===== src/rtl/timer_channel_pkg.sv =====
// Purpose: Shared constants for the timer channel block.
// Assumes: Word-aligned 32-bit registers on an Avalon-MM slave port.
// Notes: Field positions and offsets are used by both design and bench.
`default_nettype none
package timer_channel_pkg;
  // ==========================================================
  // Register word indexes (byte address = index * 4)
  localparam logic [3:0] IDX_MODE = 4'h0;
  localparam logic [3:0] IDX_CMD = 4'h1;
  localparam logic [3:0] IDX_COUNT = 4'h4;
  localparam logic [3:0] IDX_VAL_A = 4'h5;
  localparam logic [3:0] IDX_VAL_B = 4'h6;
  localparam logic [3:0] IDX_VAL_C = 4'h7;
  localparam logic [3:0] IDX_SR = 4'h8;
  // ==========================================================
  // Mode register fields (each action field is two bits wide)
  localparam int MODE_WAVE = 0;
  localparam int MODE_A_ON_A = 1;
  localparam int MODE_A_ON_C = 3;
  localparam int MODE_A_ON_EXT = 5;
  localparam int MODE_A_ON_SW = 7;
  localparam int MODE_B_ON_B = 9;
  localparam int MODE_B_ON_C = 11;
  localparam int MODE_B_ON_EXT = 13;
  localparam int MODE_B_ON_SW = 15;
  localparam logic [16:0] MODE_USED = 17'h1FFFF;
  // ==========================================================
  // Command register bits
  localparam int CMD_CLK_EN = 0;
  localparam int CMD_CLK_DIS = 1;
  localparam int CMD_SW_TRIG = 2;
  // ==========================================================
  // Status register bits
  localparam int SR_OVF = 0;
  localparam int SR_LOVR = 1;
  localparam int SR_MATCH_A = 2;
  localparam int SR_MATCH_B = 3;
  localparam int SR_MATCH_C = 4;
  localparam int SR_LOAD_A = 5;
  localparam int SR_LOAD_B = 6;
  localparam int SR_EXT = 7;
  localparam int SR_CLK_ON = 16;
  localparam int SR_LVL_A = 17;
  localparam int SR_LVL_B = 18;
  // ==========================================================
  // Reset values and counts
  localparam logic [16:0] MODE_RESET = 17'h00000;
  localparam logic [15:0] VALUE_RESET = 16'h0000;
  localparam logic [15:0] CNT_MAX = 16'hFFFF;
  localparam int unsigned TICK_DIV_DEF = 1;
  localparam int DIV_W = 8;
  typedef enum logic [1:0] {
    ACT_NONE = 2'h0,
    ACT_SET = 2'h1,
    ACT_CLEAR = 2'h2,
    ACT_TOGGLE = 2'h3
  } action_t;
  typedef enum logic {
    BUS_IDLE = 1'b0,
    BUS_ACK = 1'b1
  } bus_state_t;
endpackage
`default_nettype wire


===== src/rtl/timer_channel.sv =====
// Purpose: One 16-bit timer channel: waveform lines, value registers, status.
// Assumes: All inputs synchronous to MCLK; EXT_EVENT and CAPTURE_x are pulses.
// Notes: Registers sit on an Avalon-MM slave with a fixed one-cycle wait.
//
// How it works
// Compare C match in waveform mode drives line A per its action field.
// External event drives line A per its own action field.
// Software trigger drives line A per its own action field.
// Compare B match drives line B per its action field.
// Compare C match drives line B per its own action field.
// External event drives line B per its own action field.
// Software trigger drives line B per its own action field.
// Count register reads the live counter in the low half, ignores writes.
// Value A reads live, is loaded by capture, writable only in waveform mode.
// Value B reads live, is loaded by capture, writable only in waveform mode.
// Value C reads live and is writable in both modes.
// Overflow flag sets on counter wrap and clears on status read.
// Overrun flag sets when A or B reloads before being read, capture only.
// Match A flag records compare A events, waveform only.
// Match B flag records compare B events, waveform only.
// Match C flag records compare C events in either mode.
// Load A flag records captures into A, capture mode only.
// Load B flag records captures into B, capture mode only.
// External trigger flag records external events in either mode.
// Clock-on bit shows the counter clock enable state live.
// Line level bits show pin level in capture, driven level in waveform.
// Mode bit selects capture at 0 and waveform at 1.
// An event in the cycle of its status read stays set afterwards.
`timescale 1ns/10ps
`default_nettype none
module timer_channel #(
  parameter int unsigned TICK_DIV = timer_channel_pkg::TICK_DIV_DEF
) (
  input wire logic MCLK,
  input wire logic SRST,
  input wire logic [5:0] AVS_ADDRESS,
  input wire logic AVS_READ,
  input wire logic AVS_WRITE,
  input wire logic [31:0] AVS_WRITEDATA,
  input wire logic [3:0] AVS_BYTEENABLE,
  output logic [31:0] AVS_READDATA,
  output logic AVS_WAITREQUEST,
  input wire logic EXT_EVENT,
  input wire logic CAPTURE_A,
  input wire logic CAPTURE_B,
  input wire logic LINE_A_PIN_I,
  output logic LINE_A_PIN_O,
  output logic LINE_A_PIN_OE_N,
  input wire logic LINE_B_PIN_I,
  output logic LINE_B_PIN_O,
  output logic LINE_B_PIN_OE_N
);

  // ==========================================================
  // Action helper

  function automatic logic apply_act(input logic lvl, input logic [1:0] act);
    logic res;
    res = lvl;
    unique case (timer_channel_pkg::action_t'(act))
      timer_channel_pkg::ACT_NONE: res = lvl;
      timer_channel_pkg::ACT_SET: res = 1'b1;
      timer_channel_pkg::ACT_CLEAR: res = 1'b0;
      timer_channel_pkg::ACT_TOGGLE: res = ~lvl;
    endcase
    return res;
  endfunction

  // ==========================================================
  // State

  timer_channel_pkg::bus_state_t state_ff;
  timer_channel_pkg::bus_state_t nxt_state;
  logic wait_ff;
  logic [31:0] rdata_ff;
  logic [16:0] mode_ff;
  logic [16:0] nxt_mode;
  logic [15:0] cnt_ff;
  logic [15:0] nxt_cnt;
  logic [15:0] val_a_ff;
  logic [15:0] nxt_val_a;
  logic [15:0] val_b_ff;
  logic [15:0] nxt_val_b;
  logic [15:0] val_c_ff;
  logic [15:0] nxt_val_c;
  logic clk_on_ff;
  logic nxt_clk_on;
  logic [7:0] flags_ff;
  logic [7:0] nxt_flags;
  logic a_unread_ff;
  logic b_unread_ff;
  logic line_a_ff;
  logic line_b_ff;
  logic oe_n_ff;
  logic [timer_channel_pkg::DIV_W-1:0] div_ff;
  logic [timer_channel_pkg::DIV_W-1:0] nxt_div;

  // ==========================================================
  // Bus decode

  wire [3:0] word = AVS_ADDRESS[5:2];
  wire bus_req = AVS_READ | AVS_WRITE;
  wire acc_done = (state_ff == timer_channel_pkg::BUS_ACK);
  wire wr_done = acc_done & AVS_WRITE;
  wire rd_done = acc_done & AVS_READ;
  wire sel_mode = (word == timer_channel_pkg::IDX_MODE);
  wire sel_cmd = (word == timer_channel_pkg::IDX_CMD);
  wire sel_count = (word == timer_channel_pkg::IDX_COUNT);
  wire sel_val_a = (word == timer_channel_pkg::IDX_VAL_A);
  wire sel_val_b = (word == timer_channel_pkg::IDX_VAL_B);
  wire sel_val_c = (word == timer_channel_pkg::IDX_VAL_C);
  wire sel_sr = (word == timer_channel_pkg::IDX_SR);
  wire [31:0] be_mask = {{8{AVS_BYTEENABLE[3]}}, {8{AVS_BYTEENABLE[2]}},
                         {8{AVS_BYTEENABLE[1]}}, {8{AVS_BYTEENABLE[0]}}};
  wire [31:0] wd = AVS_WRITEDATA & be_mask;
  wire [31:0] keep = ~be_mask;

  // Selects capture at 0 and waveform at 1.
  wire wave = mode_ff[timer_channel_pkg::MODE_WAVE];

  // ==========================================================
  // Events

  wire tick = clk_on_ff & (div_ff == '0);
  wire ovf_ev = tick & (cnt_ff == timer_channel_pkg::CNT_MAX);
  wire ma_ev = wave & tick & (cnt_ff == val_a_ff);
  wire mb_ev = wave & tick & (cnt_ff == val_b_ff);
  wire mc_ev = tick & (cnt_ff == val_c_ff);
  wire cmd_wr = wr_done & sel_cmd & AVS_BYTEENABLE[0];
  wire sw_ev = cmd_wr & AVS_WRITEDATA[timer_channel_pkg::CMD_SW_TRIG];
  wire clk_en = cmd_wr & AVS_WRITEDATA[timer_channel_pkg::CMD_CLK_EN];
  wire clk_dis = cmd_wr & AVS_WRITEDATA[timer_channel_pkg::CMD_CLK_DIS];
  wire ext_ev = EXT_EVENT;
  wire cap_a = ~wave & CAPTURE_A;
  wire cap_b = ~wave & CAPTURE_B;
  wire rd_val_a = rd_done & sel_val_a;
  wire rd_val_b = rd_done & sel_val_b;
  wire lovr_ev = (cap_a & a_unread_ff) | (cap_b & b_unread_ff);

  // ==========================================================
  // Line actions

  wire [1:0] f_a_on_a = mode_ff[timer_channel_pkg::MODE_A_ON_A +: 2];
  wire [1:0] f_a_on_c = mode_ff[timer_channel_pkg::MODE_A_ON_C +: 2];
  wire [1:0] f_a_on_ext = mode_ff[timer_channel_pkg::MODE_A_ON_EXT +: 2];
  wire [1:0] f_a_on_sw = mode_ff[timer_channel_pkg::MODE_A_ON_SW +: 2];
  wire [1:0] f_b_on_b = mode_ff[timer_channel_pkg::MODE_B_ON_B +: 2];
  wire [1:0] f_b_on_c = mode_ff[timer_channel_pkg::MODE_B_ON_C +: 2];
  wire [1:0] f_b_on_ext = mode_ff[timer_channel_pkg::MODE_B_ON_EXT +: 2];
  wire [1:0] f_b_on_sw = mode_ff[timer_channel_pkg::MODE_B_ON_SW +: 2];

  // Coincident events never stack: the highest one with a non-zero field wins,
  // software trigger first, then external event, then compare C, then A or B.
  wire [1:0] act_a = (sw_ev && f_a_on_sw != 2'h0) ? f_a_on_sw :
                     (ext_ev && f_a_on_ext != 2'h0) ? f_a_on_ext :
                     (mc_ev && f_a_on_c != 2'h0) ? f_a_on_c :
                     ma_ev ? f_a_on_a : 2'h0;
  wire [1:0] act_b = (sw_ev && f_b_on_sw != 2'h0) ? f_b_on_sw :
                     (ext_ev && f_b_on_ext != 2'h0) ? f_b_on_ext :
                     (mc_ev && f_b_on_c != 2'h0) ? f_b_on_c :
                     mb_ev ? f_b_on_b : 2'h0;
  wire nxt_line_a = wave ? apply_act(line_a_ff, act_a) : line_a_ff;
  wire nxt_line_b = wave ? apply_act(line_b_ff, act_b) : line_b_ff;

  // ==========================================================
  // Status view

  // Pin level in capture, driven level in waveform.
  wire lvl_a = wave ? line_a_ff : LINE_A_PIN_I;
  wire lvl_b = wave ? line_b_ff : LINE_B_PIN_I;
  wire [7:0] flag_view = flags_ff & {1'b1, ~wave, ~wave, 1'b1, wave, wave, ~wave, 1'b1};
  wire [31:0] sr_view = {13'h0000, lvl_b, lvl_a, clk_on_ff, 8'h00, flag_view};
  wire [7:0] ev = {ext_ev,
                   cap_b,
                   cap_a,
                   mc_ev,
                   mb_ev,
                   ma_ev,
                   lovr_ev,
                   ovf_ev};
  // Only bits that were in the returned word are cleared, so an event that
  // lands between sampling and completion survives; set also beats clear.
  wire [7:0] clr_mask = (rd_done & sel_sr) ? rdata_ff[7:0] : 8'h00;

  wire [31:0] rd_mux = sel_mode ? {15'h0000, mode_ff} :
                       sel_count ? {16'h0000, cnt_ff} :
                       sel_val_a ? {16'h0000, val_a_ff} :
                       sel_val_b ? {16'h0000, val_b_ff} :
                       sel_val_c ? {16'h0000, val_c_ff} :
                       sel_sr ? sr_view : 32'h00000000;

  // ==========================================================
  // Next-state logic

  always_comb begin
    nxt_state = state_ff;
    if (state_ff == timer_channel_pkg::BUS_IDLE && bus_req) begin
      nxt_state = timer_channel_pkg::BUS_ACK;
    end else if (acc_done) begin
      nxt_state = timer_channel_pkg::BUS_IDLE;
    end
  end

  always_comb begin
    nxt_mode = mode_ff;
    if (wr_done && sel_mode) begin
      nxt_mode = (mode_ff & keep[16:0]) | (wd[16:0] & timer_channel_pkg::MODE_USED);
    end
  end

  always_comb begin
    nxt_cnt = cnt_ff;
    if (sw_ev) begin
      nxt_cnt = timer_channel_pkg::VALUE_RESET;
    end else if (tick) begin
      nxt_cnt = 16'(cnt_ff + 16'h0001);
    end
  end

  // Capture has priority; software writes to A and B apply only in waveform mode, writes to C in both.
  always_comb begin
    nxt_val_a = val_a_ff;
    nxt_val_b = val_b_ff;
    nxt_val_c = val_c_ff;
    if (cap_a) begin
      nxt_val_a = cnt_ff;
    end else if (wave && wr_done && sel_val_a) begin
      nxt_val_a = (val_a_ff & keep[15:0]) | wd[15:0];
    end
    if (cap_b) begin
      nxt_val_b = cnt_ff;
    end else if (wave && wr_done && sel_val_b) begin
      nxt_val_b = (val_b_ff & keep[15:0]) | wd[15:0];
    end
    if (wr_done && sel_val_c) begin
      nxt_val_c = (val_c_ff & keep[15:0]) | wd[15:0];
    end
  end

  // Disable beats enable and software trigger when written together.
  always_comb begin
    nxt_clk_on = clk_on_ff;
    if (clk_dis) begin
      nxt_clk_on = 1'b0;
    end else if (clk_en || sw_ev) begin
      nxt_clk_on = 1'b1;
    end
  end

  always_comb begin
    nxt_div = div_ff;
    if (sw_ev || !clk_on_ff || div_ff == '0) begin
      nxt_div = timer_channel_pkg::DIV_W'(TICK_DIV - 1);
    end else begin
      nxt_div = timer_channel_pkg::DIV_W'(div_ff - 1'b1);
    end
  end

  assign nxt_flags = (flags_ff & ~clr_mask) | ev;

  // ==========================================================
  // Registers

  always_ff @(posedge MCLK) begin
    if (SRST) begin
      state_ff <= timer_channel_pkg::BUS_IDLE;
      wait_ff <= 1'b1;
      rdata_ff <= 32'h00000000;
    end else begin
      state_ff <= nxt_state;
      wait_ff <= (nxt_state != timer_channel_pkg::BUS_ACK);
      if (state_ff == timer_channel_pkg::BUS_IDLE && AVS_READ) begin
        rdata_ff <= rd_mux;
      end
    end
  end

  always_ff @(posedge MCLK) begin
    if (SRST) begin
      mode_ff <= timer_channel_pkg::MODE_RESET;
      cnt_ff <= timer_channel_pkg::VALUE_RESET;
      val_a_ff <= timer_channel_pkg::VALUE_RESET;
      val_b_ff <= timer_channel_pkg::VALUE_RESET;
      val_c_ff <= timer_channel_pkg::VALUE_RESET;
      clk_on_ff <= 1'b0;
      div_ff <= '0;
    end else begin
      mode_ff <= nxt_mode;
      cnt_ff <= nxt_cnt;
      val_a_ff <= nxt_val_a;
      val_b_ff <= nxt_val_b;
      val_c_ff <= nxt_val_c;
      clk_on_ff <= nxt_clk_on;
      div_ff <= nxt_div;
    end
  end

  always_ff @(posedge MCLK) begin
    if (SRST) begin
      flags_ff <= 8'h00;
      a_unread_ff <= 1'b0;
      b_unread_ff <= 1'b0;
    end else begin
      flags_ff <= nxt_flags;
      a_unread_ff <= cap_a | (a_unread_ff & ~rd_val_a);
      b_unread_ff <= cap_b | (b_unread_ff & ~rd_val_b);
    end
  end

  always_ff @(posedge MCLK) begin
    if (SRST) begin
      line_a_ff <= 1'b0;
      line_b_ff <= 1'b0;
      oe_n_ff <= 1'b1;
    end else begin
      line_a_ff <= nxt_line_a;
      line_b_ff <= nxt_line_b;
      oe_n_ff <= ~nxt_mode[timer_channel_pkg::MODE_WAVE];
    end
  end

  assign AVS_READDATA = rdata_ff;
  assign AVS_WAITREQUEST = wait_ff;
  assign LINE_A_PIN_O = line_a_ff;
  assign LINE_B_PIN_O = line_b_ff;
  assign LINE_A_PIN_OE_N = oe_n_ff;
  assign LINE_B_PIN_OE_N = oe_n_ff;
endmodule
`default_nettype wire


===== config.mk =====
export PLATFORM = sky130hd
export DESIGN_NAME = timer_channel
export DESIGN_NICKNAME = d
export VERILOG_FILES = /design/src/rtl/timer_channel_pkg.sv /design/src/rtl/timer_channel.sv
export SDC_FILE = /design/constraint.sdc
export NUM_CORES = 1
export LEC_CHECK = 0
export BUFFER_PORTS_ARGS = -buffer_cell sky130_fd_sc_hd__clkbuf_2
export CAP_MARGIN = 20
export CORE_ASPECT_RATIO = 2
export CORE_UTILIZATION = 50
export DETAILED_ROUTE_END_ITERATION = 8
export PLACE_DENSITY = 0.8
export SLEW_MARGIN = 15
export SYNTH_ARGS = -nofsm -noshare
export SYNTH_HDL_FRONTEND = slang
export SYNTH_SLANG_ARGS = --single-unit

===== constraint.sdc =====
create_clock -name MCLK -period 1.85 [get_ports MCLK]
set_input_delay 0.37 -clock MCLK [delete_from_list [all_inputs] [get_ports MCLK]]
set_output_delay 0.37 -clock MCLK [all_outputs]
set_load 0.02 [all_outputs]

==> impl_metrics.csv, run 1 <==
group,metric,value,unit
outcome,status,"complete, but fails checks",
synthesis,synth.distinct_cells,62,
timing,fin_ws,-0.2030,ns
setup_path,cp_num_buf_inv,2,
timing,rsz0062_at_grt,"yes",
outcome,violations,"setup timing",
setup_path,critical_path.cell_chain,"xnor2_1 -> nand4_1 -> nor4_4 -> buf_6 -> buf_12 -> a31oi_1 -> a21boi_1 -> o221a_2",
floorplan,die_h,164.7,µm
power_and_ir_drop,power_density,843.4,nW/µm²
detailed_routing,vias,7318,
cells_and_area,fin_area,8999,µm²
global_route,antenna_found_initial,0,
timing,tightest_slew,0.5697,ns
clock_tree,h-tree-depth,4,
detailed_routing,drtIter0Drc,985,
detailed_routing,routed_wl,25460,µm
power_and_ir_drop,ir_drop,0.8834,mV
cells_and_area,area_delta_synth_final,35.98,%
floorplan,start_util,50.93,%
setup_path,cp_top_family,"simple AND/OR/NAND/NOR gates",
detailed_routing,wl_per_cell,22.49,µm
clock_tree,cts_root_buffer,"clkbuf_16",
job,maxCapViolations,0,
clock_tree,numCtsBuffers,17,
timing,tns,-0.5096,ns
power_and_ir_drop,leakage,0.003592,µW
global_route,grt_pass1_vias,7077,
timing,setup_violations,8,
synthesis,synth.area.top_cells,"dfxtp_1, nor2_1, xnor2_1",
global_route,grtUsageTotal,35.82,%
synthesis,yosysTopAreaCell,"dfxtp_1",
synthesis,synth_seq_area_share,37.51,%
setup_path,max_stage_delay,0.37,ns
synthesis,synth_ff_type,"dfxtp_1",
detailed_routing,ant_nets,0,
floorplan,dieArea,13730,µm²
detailed_routing,drt-vias-per-instance,6.465,
clock_tree,clk_latency,0.44,ns
global_route,grt_max_degree,28,
setup_path,crit_fanout,6,
timing,slew_headroom,62.02,%
setup_path,path_class,"register to register",
synthesis,yosys_warnings,0,
detailed_routing,firstDrtPassIters,8,
setup_path,crit_slowest_cell,"dfxtp_2",
cells_and_area,final_common_cell,"nor2_1",
setup_path,end_kind,"register",
floorplan,ios,88,
timing,skew,0.01340,ns
placement,gp_congestion,1.008,
synthesis,async_reset_ff_share,0,%
placement,pre_cts_ws,-0.2036,ns
synthesis,ys_ff_latch,124,
floorplan,die_w,83.35,µm
global_route,overflow,0,
clock_tree,clock-sinks,124,
synthesis,netlist.area_leader.share,37.51,%
global_route,grt_pass1_wl,37000,µm
synthesis,synth_edf_count,0,
timing,min_period_over_period,111.0,%
clock_tree,cts_buffer_depth,2,
setup_path,crit_arrival,2.38,ns
clock_tree,holdBufCountCts,0,
clock_tree,path_clk_slew,0.06,ns
cells_and_area,drive_above_1_share,32.04,%
cells_and_area,layout.nets,1022,
placement,port_buffers,56,
cells_and_area,fill_cells,857,
floorplan,core-area,12990,µm²
setup_path,cp.required,2.18,ns
timing,drv_slew,0,
synthesis,syn_area_per_cell,8.100,µm²
synthesis,synth_cells,817,
min_path,hold_class,"input pin to register",
cells_and_area,post-route-util,69.26,%
placement,dp_hpwl,15990,µm
floorplan,num_rows,59,
cells_and_area,layout_common_cells,"nor2_1, buf_4, dfxtp_1, a21oi_1, nand2_1",
placement,placed_cell_area,7861,µm²
cells_and_area,diodes,0,
synthesis,netlist_area,6618,µm²
detailed_routing,drc,0,
setup_path,start_kind,"register",
timing,hold_viol,0,
timing,min_period,2.053,ns
clock_tree,cts_tree,"yes",
timing,max_freq,487.1,MHz
==> what timing repair did <==
action	4_1_cts	5_1_grt
endpoints found under the setup margin	8	25
buffers inserted	2	3
pin swaps	13	27
cloned	0	0
resized for setup	46	41
==> cell families after synthesis <==
| logic type | Yosys count | synth area share, % |
|---|---|---|
| adders and majority gates | 3 | 0.5673 |
| DFF | 124 | 37.51 |
| other | 1 | 0.05667 |
| muxes | 28 | 5.767 |
| AOI/OAI and AO/OA | 186 | 17.87 |
| and+or+nand+nor | 310 | 22.05 |
| xor gates and xnor gates | 66 | 8.735 |
| buffers and inverters | 99 | 7.449 |
==> Yosys cell counts (all sizes together) (2+ instances only) <==
library cell / instances
a21o: 3
o21ai: 24
nand3: 32
nand4: 17
xor2: 8
mux4: 8
clkbuf: 40
a211oi: 38
nor3: 14
dfxtp: 124
a32oi: 2
nor4: 7
nand3b: 2
nor2: 138
a311oi: 2
nand2: 67
a21oi: 76
a221oi: 13
xnor2: 58
or2: 2
or3: 4
nand2b: 3
mux2i: 19
nor2b: 8
a22oi: 11
inv: 18
a31oi: 4
buf: 41
and3: 10
ha: 3
==> final cells by class <==
class	count	area [µm²]	share of cell area, %
Multi-Input combinational cell	606	4055	45.06
Sequential cell	124	2524	28.05
Timing Repair Buffer	201	1484	16.49
Clock buffer	18	439.2	4.880
Clock inverter	13	239.0	2.656
Tap cell	152	190.2	2.113
Inverter	18	67.56	0.7508
==> where the power goes <==
group	internal, µW	switching [µW]
clock network	2560	1350
logic	321	517
registers	2750	85.2
total	5630	1950
==> path summary, 6_finish.rpt <==
path / from / to / slack [ns] / cells after the start
worst max-delay path: cnt_ff[5]$_SDFFE_PP0P_ / LINE_B_PIN_O$_SDFFE_PP0P_ / -0.20 / 8
worst min-delay path: AVS_WRITEDATA[16] / register / 0.20 / 3
worst max register to register: cnt_ff[5]$_SDFFE_PP0P_ / LINE_B_PIN_O$_SDFFE_PP0P_ / -0.20 / 8
worst min register to register: AVS_READDATA[17]$_SDFFE_PP0P_ / AVS_READDATA[17]$_SDFFE_PP0P_ / 0.47 / 2
==> worst min-delay path: cells and delay by family <==
family	cells	cell delay, ns
muxes	1	0.06
and+or+nand+nor	1	0.08
buffers and inverters	1	0.09
==> metrics by stage <==
| stage | power (µW) | std cells | hold slack (ns) |
|---|---|---|---|
| 6_report | 7589 | 1132 | 0.2009 |
| 5_1_grt | 7751 | 1132 | 0.2257 |
| 4_1_cts | 7475 | 1130 | 0.2050 |
| 3_5_place_dp | 3616 | 1098 | 0.4475 |
| 3_3_place_gp | 3603 | 1098 | 0.4395 |
| 2_1_floorplan | 3322 | 829 | 0.4136 |
==> routing by layer <==
metal,wire length (µm),track usage [%],up-vias
met1,8186,34.24,3365
met4,2817,35.66,0
met5,0,0,-
met2,12350,61.33,570
met3,2105,8.946,231
li1,-,-,3152
(Power assumes the default switching activity.)
==> run 2: changes to the inputs <==
- PLACE_DENSITY: 0.8 -> 0.78
- clock period: 1.85 -> 2.4 ns (I/O delays scaled with it)
==> run 2 against run 1 <==
The flow now finishes without violations. Fmax fell by 10%. Via count decreased by 13%. Combinational power shrank 38%. Critical endpoint is now LINE_A_PIN_O$_SDFFE_PP0P_. Cell count is 9.1% lower. Highest routed layer unchanged. Core utilization shrank 9.8 points. Largest cell class unchanged. Critical path type unchanged.
==> impl_metrics.csv, run 2 (synthesized netlist as in run 1, its figures left out) <==
group,metric,value,unit
outcome,status,"finished, final reports clean",
cells_and_area,fill_cells,1111,
floorplan,die_h,164.7,µm
placement,port_buffers,56,
global_route,grt_max_degree,78,
global_route,overflow,0,
floorplan,core-area,12990,µm²
setup_path,path_class,"register to register",
clock_tree,h-tree-depth,4,
setup_path,critical_path.cell_chain,"xnor2_1 -> nand4_1 -> nor4_4 -> buf_4 -> a31oi_1 -> a211o_1 -> a221oi_2",
cells_and_area,area_delta_synth_final,16.81,%
timing,drv_slew,0,
setup_path,max_stage_delay,0.36,ns
cells_and_area,final_common_cell,"nor2_1",
clock_tree,cts_root_buffer,"clkbuf_16",
setup_path,end_kind,"register",
clock_tree,post-cts-setup-buffers,0,
timing,rsz0062_at_grt,"no",
timing,hold_viol,0,
power_and_ir_drop,finalPower,5548,µW
floorplan,num_rows,59,
cells_and_area,multi_input_area,3692,µm²
setup_path,crit_fanout,9,
detailed_routing,wl_per_cell,19.41,µm
power_and_ir_drop,leakage,0.002919,µW
global_route,grt_pass1_vias,6105,
detailed_routing,drtIter0Drc,612,
floorplan,dieArea,13730,µm²
detailed_routing,ant_nets,0,
timing,setup_violations,0,
detailed_routing,vias,6347,
cells_and_area,seq_area,2482,µm²
timing,slew_headroom,62.90,%
timing,max_freq,437.1,MHz
timing,tightest_slew,0.5558,ns
clock_tree,clk_latency,0.42,ns
global_route,grtUsageTotal,29.93,%
setup_path,cp.required,2.74,ns
cells_and_area,diodes,0,
cells_and_area,drive_above_1_share,17.45,%
global_route,antenna_found_initial,0,
setup_path,crit_slowest_cell,"xnor2_1",
power_and_ir_drop,power_density,717.7,nW/µm²
detailed_routing,drc,0,
timing,skew,0.009960,ns
cells_and_area,post-route-util,59.50,%
timing,tns,0,ns
global_route,grt_pass1_wl,31510,µm
clock_tree,clock-sinks,124,
clock_tree,numCtsBuffers,17,
floorplan,die_w,83.35,µm
clock_tree,cts_buffer_depth,2,
min_path,hold_class,"input pin to register",
floorplan,start_util,50.93,%
timing,min_period,2.288,ns
setup_path,rrSetupSlack,0.11,ns
clock_tree,path_clk_slew,0.06,ns
timing,min_period_over_period,95.34,%
setup_path,crit_arrival,2.62,ns
detailed_routing,firstDrtPassIters,5,
detailed_routing,routed_wl,19970,µm
job,maxCapViolations,0,
cells_and_area,layout.nets,918,
clock_tree,cts_resized,0,
clock_tree,cts_tree,"yes",
setup_path,start_kind,"register",
power_and_ir_drop,ir_drop,0.5808,mV
placement,gp_congestion,0.9216,
cells_and_area,layout_common_cells,"nor2_1, dfxtp_1, a21oi_1, nand2_1, xnor2_1",
placement,dp_hpwl,14500,µm
clock_tree,holdBufCountCts,0,
detailed_routing,drt-vias-per-instance,6.168,
floorplan,ios,88,
run 2: cell count changes in the layout (fill, tap and decap cells not counted), moves of 8 or more:
cell and change:
buf_4 -93, buf_6 -8, dfxtp_1 +23, dfxtp_2 -18
xnor2_1 +20, xnor2_2 -13
run 2: power breakdown:
group,internal (µW),switching [µW]
logic,185,332
registers,2130,61.5
clock network,1880,966
run 2: per-layer routing:
metal	vias to the layer above	wire length, µm	track usage, %
met5	-	0	0
met4	0	1797	25.94
met3	111	1068	4.898
met2	333	10300	52.94
met1	2964	6808	30.35
li1	2939	-	-
run 2: final timing paths:
path / cells after the start / start / endpoint
max: 7 / register / LINE_A_PIN_O$_SDFFE_PP0P_
min: 3 / AVS_WRITEDATA[16] / register
max reg2reg: 7 / register / LINE_A_PIN_O$_SDFFE_PP0P_
min reg2reg: 1 / div_ff[0]$_SDFF_PP0_ / div_ff[0]$_SDFF_PP0_
run 2: critical path: cells and delay by family, from the launching register on:
| family | cells | cell delay (ns) |
|---|---|---|
| compound gates | 3 | 0.63 |
| buf+inv | 1 | 0.22 |
| simple gates | 2 | 0.64 |
| flops | 1 | 0.34 |
| xor+xnor | 1 | 0.36 |
run 2: cell type report:
cell class / count / share of cell area [%]
flip-flops and latches: 124 / 32.11
clock inverters: 13 / 2.768
clock buffers: 19 / 5.730
multi-input cells: 606 / 47.77
well taps: 152 / 2.460
repair buffers: 97 / 8.287
inverters: 18 / 0.8741
run 2: stage by stage:
stage,cells,setup WS [ns],hold slack (ns),instance area (µm²)
4_1_cts,1029,0.1035,0.2888,7730
2_1_floorplan,829,0.3704,0.4136,6663
6_report,1029,0.1119,0.3003,7730
3_5_place_dp,997,0.1595,0.4347,7073
5_1_grt,1029,0.01460,0.3117,7730
3_3_place_gp,997,0.1724,0.4249,7073
